File: config.mk
export PLATFORM = sky130hd
export DESIGN_NAME = plmc_top
export DESIGN_NICKNAME = d
export VERILOG_FILES = /design/src/plmc_pkg.sv /design/src/plmc_top.sv
export VERILOG_INCLUDE_DIRS = /design/src /design/src/src
export SDC_FILE = /design/constraint.sdc
export NUM_CORES = 1
export LEC_CHECK = 0
export BUFFER_PORTS_ARGS = -buffer_cell sky130_fd_sc_hd__buf_2
export CAP_MARGIN = 20
export CORE_ASPECT_RATIO = 0.6
export CORE_UTILIZATION = 30
export DETAILED_ROUTE_END_ITERATION = 7
export PLACE_DENSITY = 0.6
export SLEW_MARGIN = 0
export SYNTH_ARGS = -nofsm -noshare
export SYNTH_HDL_FRONTEND = slang
export SYNTH_SLANG_ARGS = --single-unit
File: constraint.sdc
create_clock -name pclk -period 3.6 [get_ports pclk]
set_input_delay 1.08 -clock pclk [delete_from_list [all_inputs] [get_ports pclk]]
set_output_delay 1.08 -clock pclk [all_outputs]
set_load 0.05 [all_outputs]
File: src/plmc_params.svh
/*
 * Constants of the LED and crossover control block: register indices, field positions,
 * reset values and timing figures.
 * Assumes it is included by bare name from the package and the top module.
 */
`ifndef PLMC_PARAMS_SVH
`define PLMC_PARAMS_SVH

// Register indices; the APB byte address is four times the index
`define PLMC_IDX_LED_OVERRIDE_CONTROL 8'h18
`define PLMC_IDX_PHY_GENERAL_CONTROL  8'h19

// LED override control fields
`define PLMC_LED_RATE_HI     10
`define PLMC_LED_RATE_LO     9
`define PLMC_LED_POL_SPEED   8
`define PLMC_LED_POL_LINK    7
`define PLMC_LED_POL_ACT     6
`define PLMC_LED_DRV_SPEED   5
`define PLMC_LED_DRV_LINK    4
`define PLMC_LED_DRV_ACT     3
`define PLMC_LED_VAL_SPEED   2
`define PLMC_LED_VAL_LINK    1
`define PLMC_LED_VAL_ACT     0
`define PLMC_LED_RESET       11'h400

// PHY general control fields
`define PLMC_PHY_AUTO_MDIX   15
`define PLMC_PHY_FORCE_MDIX  14
`define PLMC_PHY_PAUSE_RX    13
`define PLMC_PHY_PAUSE_TX    12

// Timing: clock period and blink phase lengths
`define PLMC_CLK_PERIOD_NS   50
`define PLMC_NS_PER_MS       1000000
`define PLMC_PHASE_MS_20HZ   10'h032
`define PLMC_PHASE_MS_10HZ   10'h064
`define PLMC_PHASE_MS_5HZ    10'h0C8
`define PLMC_PHASE_MS_2HZ    10'h1F4

`endif

File: src/plmc_pkg.sv
/*
 * Types of the LED and crossover control block.
 * Assumes plmc_params.svh is on the include path.
 */
package plmc_pkg;
    `include "plmc_params.svh"

    // Blink rate codes of the two-bit field
    typedef enum logic [1:0] {
        PLMC_RATE_20HZ = 2'h0,
        PLMC_RATE_10HZ = 2'h1,
        PLMC_RATE_5HZ  = 2'h2,
        PLMC_RATE_2HZ  = 2'h3
    } plmc_rate_t;

    // Strap capture sequence after reset release
    typedef enum logic [3:0] {
        PLMC_ST_SYNC1 = 4'h1,
        PLMC_ST_SYNC2 = 4'h2,
        PLMC_ST_LOAD  = 4'h4,
        PLMC_ST_DONE  = 4'h8
    } plmc_strap_t;
endpackage

File: src/plmc_top.sv
/*
 * LED override and crossover control register bank behind an APB slave.
 * Drives the three status LEDs with polarity and force, blinks the activity LED, holds the crossover
 * controls and reports resolved pause flags.
 * Assumes status and advertisement inputs come from logic on pclk; straps are pins.
 */
// The APB interface to the registers was decided locally.
// Overview of operation
// - Reserved LED bits read zero, ignore writes
// - Blink field picks phase length, resets 10
// - Speed polarity from strap, software may override
// - Link polarity from strap, software may override
// - Activity polarity from strap, software may override
// - Speed override drives speed force value
// - Link override drives link force value
// - Activity override drives activity force value
// - Auto crossover enable from strap, default one
// - Forced crossover swaps transmit and receive pairs
// - Pause receive resolved, full duplex only
// - Pause transmit resolved, full duplex only
`timescale 1ns/10ps
`include "plmc_params.svh"

module plmc_top
    import plmc_pkg::*;
#(
    parameter int TICK_CYCLES = `PLMC_NS_PER_MS / `PLMC_CLK_PERIOD_NS  // Clocks per millisecond
)
(
    // Clock and reset
    input  wire logic        pclk,
    input  wire logic        presetn,
    // APB slave
    input  wire logic        psel,
    input  wire logic        penable,
    input  wire logic        pwrite,
    input  wire logic [7:0]  paddr,
    input  wire logic [31:0] pwdata,
    output logic [31:0]      prdata,
    output logic             pready,
    output logic             pslverr,
    // Strap pins, asynchronous
    input  wire logic        strap_speed_pol,
    input  wire logic        strap_link_pol,
    input  wire logic        strap_act_pol,
    input  wire logic        strap_auto_mdix,
    // Normal indication from the PHY core
    input  wire logic        speed_status,
    input  wire logic        link_status,
    input  wire logic        activity_status,
    // Pause advertisement bits 11:10 and negotiated duplex
    input  wire logic [1:0]  local_advert_reg,
    input  wire logic [1:0]  partner_ability_reg,
    input  wire logic        an_full_duplex,
    // LED pins
    output logic             speed_indicator_out,
    output logic             link_indicator_out,
    output logic             activity_indicator_out,
    // Crossover controls to the pair switch
    output logic             auto_mdix_enable,
    output logic             force_crossover
);

    localparam int TICK_W = $clog2(TICK_CYCLES + 1);
    localparam logic [7:0] ADDR_LED = 8'(`PLMC_IDX_LED_OVERRIDE_CONTROL * 4);
    localparam logic [7:0] ADDR_PHY = 8'(`PLMC_IDX_PHY_GENERAL_CONTROL * 4);

    logic [10:0]       led_ctrl_ff;       // Writable LED control bits 10:0
    logic [1:0]        mdix_ctrl_ff;      // Auto and forced crossover bits
    logic [3:0]        strap_meta_ff;     // First synchroniser stage
    logic [3:0]        strap_sync_ff;     // Second synchroniser stage
    plmc_strap_t       strap_st_ff;       // Strap capture sequence
    logic [TICK_W-1:0] tick_cnt_ff;       // Millisecond prescaler
    logic              ms_tick;           // One-cycle enable each millisecond
    logic [9:0]        phase_cnt_ff;      // Milliseconds left in blink phase
    logic [9:0]        phase_len;         // Phase length for the current rate
    logic [1:0]        rate_prev_ff;      // Rate seen last cycle
    logic              rate_changed;      // Rate field moved
    logic              blink_ff;          // Blink phase, high is on
    logic              pause_rx;          // Resolved pause receive
    logic              pause_tx;          // Resolved pause transmit
    logic [31:0]       prdata_ff;         // Registered read data
    logic [31:0]       nxt_prdata;        // Read data for the addressed word
    logic              wr_led;            // Write strobe, LED word
    logic              wr_phy;            // Write strobe, PHY word
    logic              mapped;            // Address hits a register
    logic [2:0]        nxt_led;           // Logical LED states: speed, link, act
    logic [2:0]        led_pin_ff;        // Registered LED pins
    logic [2:0]        pol;               // Polarity per LED

    // Zero-wait slave; unmapped addresses answer with an error
    assign pready  = 1'b1;
    assign pslverr = psel && penable && !mapped;
    assign wr_led  = psel && penable && pwrite && (paddr == ADDR_LED);
    assign wr_phy  = psel && penable && pwrite && (paddr == ADDR_PHY);
    assign prdata  = prdata_ff;

    // Two-flop synchroniser for the strap pins
    always_ff @(posedge pclk or negedge presetn)
    begin
        if (!presetn)
        begin
            strap_meta_ff <= 4'h0;
            strap_sync_ff <= 4'h0;
        end
        else
        begin
            strap_meta_ff <= {strap_auto_mdix, strap_speed_pol, strap_link_pol, strap_act_pol};
            strap_sync_ff <= strap_meta_ff;
        end
    end

    // Straps are caught only once the synchroniser has filled after release
    always_ff @(posedge pclk or negedge presetn)
    begin
        if (!presetn)
        begin
            strap_st_ff <= PLMC_ST_SYNC1;
        end
        else
        begin
            case (strap_st_ff)
                PLMC_ST_SYNC1: strap_st_ff <= PLMC_ST_SYNC2;
                PLMC_ST_SYNC2: strap_st_ff <= PLMC_ST_LOAD;
                default:       strap_st_ff <= PLMC_ST_DONE;
            endcase
        end
    end

    // LED control word; bits 15:11 are not stored so writes vanish
    always_ff @(posedge pclk or negedge presetn)
    begin
        if (!presetn)
        begin
            led_ctrl_ff <= `PLMC_LED_RESET;
        end
        else if (wr_led)
        begin
            led_ctrl_ff <= pwdata[10:0];
        end
        else if (strap_st_ff == PLMC_ST_LOAD)
        begin
            // Strap load; a write in the same cycle wins as the newer intent
            led_ctrl_ff[`PLMC_LED_POL_SPEED] <= strap_sync_ff[2];
            led_ctrl_ff[`PLMC_LED_POL_LINK]  <= strap_sync_ff[1];
            led_ctrl_ff[`PLMC_LED_POL_ACT]   <= strap_sync_ff[0];
        end
    end

    // Crossover controls
    always_ff @(posedge pclk or negedge presetn)
    begin
        if (!presetn)
        begin
            mdix_ctrl_ff <= 2'h2;
        end
        else if (wr_phy)
        begin
            mdix_ctrl_ff <= pwdata[`PLMC_PHY_AUTO_MDIX:`PLMC_PHY_FORCE_MDIX];
        end
        else if (strap_st_ff == PLMC_ST_LOAD)
        begin
            mdix_ctrl_ff[1] <= strap_sync_ff[3];
        end
    end
    assign auto_mdix_enable = mdix_ctrl_ff[1];
    assign force_crossover  = mdix_ctrl_ff[0];

    // Pause resolution: symmetric when both pause, else asymmetric pairs
    always_comb
    begin
        pause_rx = 1'b0;
        pause_tx = 1'b0;
        if (an_full_duplex)
        begin
            if (local_advert_reg[0] && partner_ability_reg[0])
            begin
                pause_rx = 1'b1;
                pause_tx = 1'b1;
            end
            else if (local_advert_reg == 2'h3 && partner_ability_reg == 2'h2)
            begin
                pause_rx = 1'b1;
            end
            else if (local_advert_reg == 2'h2 && partner_ability_reg == 2'h3)
            begin
                pause_tx = 1'b1;
            end
        end
    end

    // Read mux and address decode; reserved and out-of-scope bits read zero
    always_comb
    begin
        nxt_prdata = 32'h0;
        mapped     = 1'b0;
        if (paddr == ADDR_LED)
        begin
            mapped           = 1'b1;
            nxt_prdata[10:0] = led_ctrl_ff;
        end
        else if (paddr == ADDR_PHY)
        begin
            mapped            = 1'b1;
            nxt_prdata[15:12] = {mdix_ctrl_ff, pause_rx, pause_tx};
        end
    end

    // Read data latched in the setup cycle, stable through the access phase
    always_ff @(posedge pclk or negedge presetn)
    begin
        if (!presetn)
        begin
            prdata_ff <= 32'h0;
        end
        else if (psel && !penable && !pwrite)
        begin
            prdata_ff <= nxt_prdata;
        end
    end

    // Millisecond prescaler keeps the phase counters narrow
    always_ff @(posedge pclk or negedge presetn)
    begin
        if (!presetn)
        begin
            tick_cnt_ff <= '0;
        end
        else
        begin
            tick_cnt_ff <= ms_tick ? '0 : tick_cnt_ff + 1'b1;
        end
    end
    assign ms_tick = (tick_cnt_ff == TICK_W'(TICK_CYCLES - 1));

    // Phase length per rate code
    always_comb
    begin
        case (plmc_rate_t'(led_ctrl_ff[`PLMC_LED_RATE_HI:`PLMC_LED_RATE_LO]))
            PLMC_RATE_20HZ: phase_len = `PLMC_PHASE_MS_20HZ;
            PLMC_RATE_10HZ: phase_len = `PLMC_PHASE_MS_10HZ;
            PLMC_RATE_5HZ:  phase_len = `PLMC_PHASE_MS_5HZ;
            default:        phase_len = `PLMC_PHASE_MS_2HZ;
        endcase
    end
    assign rate_changed = (rate_prev_ff != led_ctrl_ff[`PLMC_LED_RATE_HI:`PLMC_LED_RATE_LO]);

    // Blink phase counter; a new rate restarts the phase at once
    always_ff @(posedge pclk or negedge presetn)
    begin
        if (!presetn)
        begin
            rate_prev_ff <= 2'h2;
            phase_cnt_ff <= `PLMC_PHASE_MS_5HZ;
            blink_ff     <= 1'b1;
        end
        else
        begin
            rate_prev_ff <= led_ctrl_ff[`PLMC_LED_RATE_HI:`PLMC_LED_RATE_LO];
            if (rate_changed)
            begin
                phase_cnt_ff <= phase_len;
                blink_ff     <= 1'b1;
            end
            else if (ms_tick && phase_cnt_ff == 10'h001)
            begin
                phase_cnt_ff <= phase_len;
                blink_ff     <= !blink_ff;
            end
            else if (ms_tick)
            begin
                phase_cnt_ff <= phase_cnt_ff - 10'h001;
            end
        end
    end

    // Logical LED state: force value wins, else normal; activity blinks
    always_comb
    begin
        nxt_led[2] = led_ctrl_ff[`PLMC_LED_DRV_SPEED] ? led_ctrl_ff[`PLMC_LED_VAL_SPEED] : speed_status;
        nxt_led[1] = led_ctrl_ff[`PLMC_LED_DRV_LINK] ? led_ctrl_ff[`PLMC_LED_VAL_LINK] : link_status;
        nxt_led[0] = led_ctrl_ff[`PLMC_LED_DRV_ACT] ? led_ctrl_ff[`PLMC_LED_VAL_ACT]
                                                     : (activity_status && blink_ff);
    end
    assign pol = led_ctrl_ff[`PLMC_LED_POL_SPEED:`PLMC_LED_POL_ACT];

    // Pins registered so no decode glitch reaches an LED; low polarity inverts
    always_ff @(posedge pclk or negedge presetn)
    begin
        if (!presetn)
        begin
            led_pin_ff <= 3'h7;
        end
        else
        begin
            led_pin_ff <= ~(nxt_led ^ pol);
        end
    end
    assign speed_indicator_out    = led_pin_ff[2];
    assign link_indicator_out     = led_pin_ff[1];
    assign activity_indicator_out = led_pin_ff[0];

    // Checks beside the logic they guard
    a_reserved_read: assert property (@(posedge pclk) disable iff (!presetn)
        (psel && !penable && !pwrite && paddr == ADDR_LED) |=> prdata[31:11] == 21'h0)
        else $error("reserved LED bits not zero");
    a_rate_reload: assert property (@(posedge pclk) disable iff (!presetn)
        wr_led && (pwdata[10:9] != led_ctrl_ff[10:9]) |-> ##2 phase_cnt_ff == $past(phase_len))
        else $error("blink counter not reloaded on rate change");
    a_speed_pin: assert property (@(posedge pclk) disable iff (!presetn)
        ##1 speed_indicator_out == ($past(pol[2]) ? $past(nxt_led[2]) : !$past(nxt_led[2])))
        else $error("speed pin polarity wrong");
    a_link_pin: assert property (@(posedge pclk) disable iff (!presetn)
        ##1 link_indicator_out == ($past(pol[1]) ? $past(nxt_led[1]) : !$past(nxt_led[1])))
        else $error("link pin polarity wrong");
    a_act_pin: assert property (@(posedge pclk) disable iff (!presetn)
        ##1 activity_indicator_out == ($past(pol[0]) ? $past(nxt_led[0]) : !$past(nxt_led[0])))
        else $error("activity pin polarity wrong");
    a_speed_force: assert property (@(posedge pclk) disable iff (!presetn)
        led_ctrl_ff[5] |=> speed_indicator_out == !($past(led_ctrl_ff[2]) ^ $past(led_ctrl_ff[8])))
        else $error("speed force ignored");
    a_link_force: assert property (@(posedge pclk) disable iff (!presetn)
        led_ctrl_ff[4] |=> link_indicator_out == !($past(led_ctrl_ff[1]) ^ $past(led_ctrl_ff[7])))
        else $error("link force ignored");
    a_act_force: assert property (@(posedge pclk) disable iff (!presetn)
        led_ctrl_ff[3] |=> activity_indicator_out == !($past(led_ctrl_ff[0]) ^ $past(led_ctrl_ff[6])))
        else $error("activity force ignored");
    a_mdix_write: assert property (@(posedge pclk) disable iff (!presetn)
        wr_phy |=> auto_mdix_enable == $past(pwdata[15]) && force_crossover == $past(pwdata[14]))
        else $error("crossover write lost");
    a_pause_half: assert property (@(posedge pclk) disable iff (!presetn)
        !an_full_duplex |-> !pause_rx && !pause_tx)
        else $error("pause flag in half duplex");
    a_pause_sym: assert property (@(posedge pclk) disable iff (!presetn)
        an_full_duplex && local_advert_reg[0] && partner_ability_reg[0] |-> pause_rx && pause_tx)
        else $error("symmetric pause not resolved");

endmodule

==> flow_metrics.py <==
metrics = {
    "sta": {
        "skew_ps": 4.62,
        "worst_pin_slew_ps": 662,
        "final-hold-violation-count": 0,
        "timing.hold.ws_ps": 347,
        "totalNegativeSetupSlack_ps": 0,
        "period_share": 0.861,
        "post-route-min-period_ps": 3100,
        "grt_setup_unrepaired": "no",
        "timing.slew.headroom": 0.558,
        "postLayoutSetupSlackWorst_ps": 499,
        "fmax_mhz": 322,
        "slew_viol_final": 0,
        "setup_violations": 0,
    },
    "pwr": {
        "power_per_cell_area_nw_per_um2": 542,
        "worst_ir_drop_vdd_mv": 0.237,
        "leakage_nw": 1.92,
    },
    "grt": {
        "grt_pass1_wl_um": 11300,
        "grt_overflow": 0,
        "overall_fraction_of_global_route_tracks_in_use": 0.129,
        "grt_antenna_before_repair": 0,
        "first_global_vias": 2302,
        "grt_max_degree": 29,
    },
    "layout": {
        "final_layout_size_suffix_gt1_frac": 0.297,
        "layout_commonest_cell": "dfrtp_1",
        "fin_nets": 415,
        "layout.cells.non_filler": 493,
        "final_cell_mix": "60 x dfrtp_1, 58 x buf_2, 26 x nor2_1",
        "syn_to_layout_area_delta_pct": 21.7,
        "antenna_cells": 0,
        "fin_util": 0.379,
        "fill_cells": 1072,
    },
    "routing": {
        "avgRoutedWirePerCell_um": 13.4,
        "dr_total_vias": 2232,
        "routed_via_density": 4.53,
        "routed_wirelength_um": 6620,
        "drt_first_iter_violations": 111,
        "antenna_violating_nets_remaining": 0,
        "detail_route.first_pass.iterations": 4,
        "detail_route.drc_violations": 0,
    },
    "floorplanning": {
        "initial_core_util": 0.311,
        "die_width_um": 138,
        "floorplan.core_area_um2": 10700,
        "dieHeight_um": 83.5,
        "design.die.area_um2": 11500,
        "boundaryPins": 96,
        "core.rowCount": 29,
    },
    "critical_path": {
        "cp-end-kind": "output port",
        "critPathArrivalTime_ps": 2020,
        "cp_max_fo": 5,
        "setup.worst_path.class": "primary input to output port",
        "critPathLaunchType": "primary input",
        "required_time_of_the_worst_setup_path_ps": 2520,
    },
    "synth": {
        "synth_edf_count": 0,
        "async_flop_share": 1.00,
        "post_synthesis_sequential_area_ratio": 0.539,
        "synth_cells": 284,
        "synth-main-ff-cell": "dfrtp_1",
        "synthesis.yosys.warnings": 0,
        "distinct_cell_type_count_after_synthesis": 50,
        "syn_avg_cell_area_um2": 11.7,
        "ys_seq_elements": 71,
        "synth.cell_area_um2": 3320,
        "yosys.area.top_type": "dfrtp_1",
        "synthTopCellsByArea": "dfrtp_1 45%, dfstp_2 8.7%, buf_4 4.1%",
        "synthDominantCellAreaShare": 0.452,
    },
    "run_status": {
        "outcome": "finished clean",
    },
    "clocking": {
        "cts_max_path_buffers": 2,
        "tritoncts_clock_tree": "yes",
        "clkSinkCount": 71,
        "cts_hold_buf": 0,
        "ctsResizeCount": 0,
        "clk_pin_slew_worst_paths_ps": 50,
        "worstSkewPairLatency_ps": 330,
        "post-cts-setup-buffers": 0,
        "cts-htree-levels": 3,
        "cts_buffers": 9,
        "root_cell_of_the_clock_tree": "clkbuf_16",
    },
    "job": {
        "max-cap-violations": 0,
    },
    "hold_path": {
        "timing.hold.worst.class": "flip-flop to flip-flop",
    },
    "placed_design": {
        "gp_congestion": 0.819,
        "placed_cells_incl_taps": 476,
        "io_buffer_count": 58,
        "place_ws_ps": 498,
        "dp.final_hpwl_um": 4840,
    },
}
-- power by group --
group	internal, mW	switching (mW)	total [mW]
Combinational	0.0779	0.156	0.234
Sequential	0.856	0.0299	0.885
Clock	0.745	0.325	1.07
-- cell families after synthesis --
family	synth area share
AND/OR/NAND/NOR	0.147
adder cells (fa/ha/maj)	0.0339
other	0.00226
flip-flops	0.539
multiplexers	0.0630
buffers and inverters	0.0709
AO/OA/AOI/OAI	0.0878
XOR/XNOR	0.0554
-- through the flow --
| step | total power [mW] | instance area, µm² |
|---|---|---|
| finish | 2.19 | 4040 |
| global route | 2.28 | 4040 |
| CTS | 2.21 | 4030 |
| detailed placement | 1.13 | 3670 |
| global placement | 1.13 | 3670 |
| floorplan | 1.08 | 3380 |
-- sequential cells by signal, summed over array words and instances, names as in the netlist --
name and count:
strap_meta_ff 4, phase_cnt_ff 10, blink_ff 1, led_pin_ff 3, mdix_ctrl_ff 2, prdata 15, strap_sync_ff 4, rate_prev_ff 2
led_ctrl_ff 11, strap_st_ff 4, tick_cnt_ff 15
-- worst max-delay path: stages --
cell	delay, ps
buf_2	90
nand4bb_1	190
nor4_2	340
nor2_1	90
buf_2	220
-- metal layers --
| layer | track usage | up-vias | share of wire |
|---|---|---|---|
| li1 | - | 1095 | - |
| met1 | 0.183 | 1074 | 0.50 |
| met2 | 0.181 | 58 | 0.42 |
| met3 | 0.0510 | 5 | 0.065 |
| met4 | 0.0366 | 0 | 0.0086 |
| met5 | 0 | - | 0 |
-- final timing paths --
check | start | end | slack [ps] | depth (start not counted)
setup / recovery | paddr[4] | pslverr | 500 | 5
hold / removal | strap_meta_ff[2]$_DFF_PN0_ | strap_sync_ff[2]$_DFF_PN0_ | 350 | 0
max in group asynchronous | presetn | led_pin_ff[1]$_DFF_PN1_ | 2020 | 2
setup reg to reg | tick_cnt_ff[0]$_DFF_PN0_ | phase_cnt_ff[9]$_DFFE_PN0P_ | 1210 | 6
min in group asynchronous | presetn | tick_cnt_ff[9]$_DFF_PN0_ | 770 | 1
hold reg to reg | strap_meta_ff[2]$_DFF_PN0_ | strap_sync_ff[2]$_DFF_PN0_ | 350 | 0
-- synthesized netlist by cell type, types with 2 or more instances --
library cell and count:
a21oi_1 7, a22o_1 13, a22oi_1 2, a2bb2oi_1 2, and2_1 2, and3_1 2
and4_1 2, buf_4 18, buf_6 3, clkbuf_1 3, conb_1 2, dfrtp_1 60
dfstp_2 11, ha_1 9, inv_1 8, mux2_2 7, mux2_4 4, mux2i_1 7
nand2_1 15, nand3_1 11, nand4_1 5, nor2_1 26, nor3_1 5, nor3b_1 3
nor4_1 3, nor4_2 2, nor4b_1 3, o211ai_1 3, o21ai_0 5, o22ai_1 2
xnor2_1 12, xor2_1 9
-- cell type report --
class / instances / area [µm²] / share of cell area
Multi-Input combinational cell: 196 / 1360 / 0.336
Sequential cell: 71 / 1790 / 0.443
Clock inverter: 6 / 133 / 0.0328
Timing Repair Buffer: 63 / 325 / 0.0805
Tap cell: 139 / 174 / 0.0431
Clock buffer: 10 / 229 / 0.0567
Inverter: 8 / 30.0 / 0.00743
Note: power is estimated with default switching activity, not from simulation.
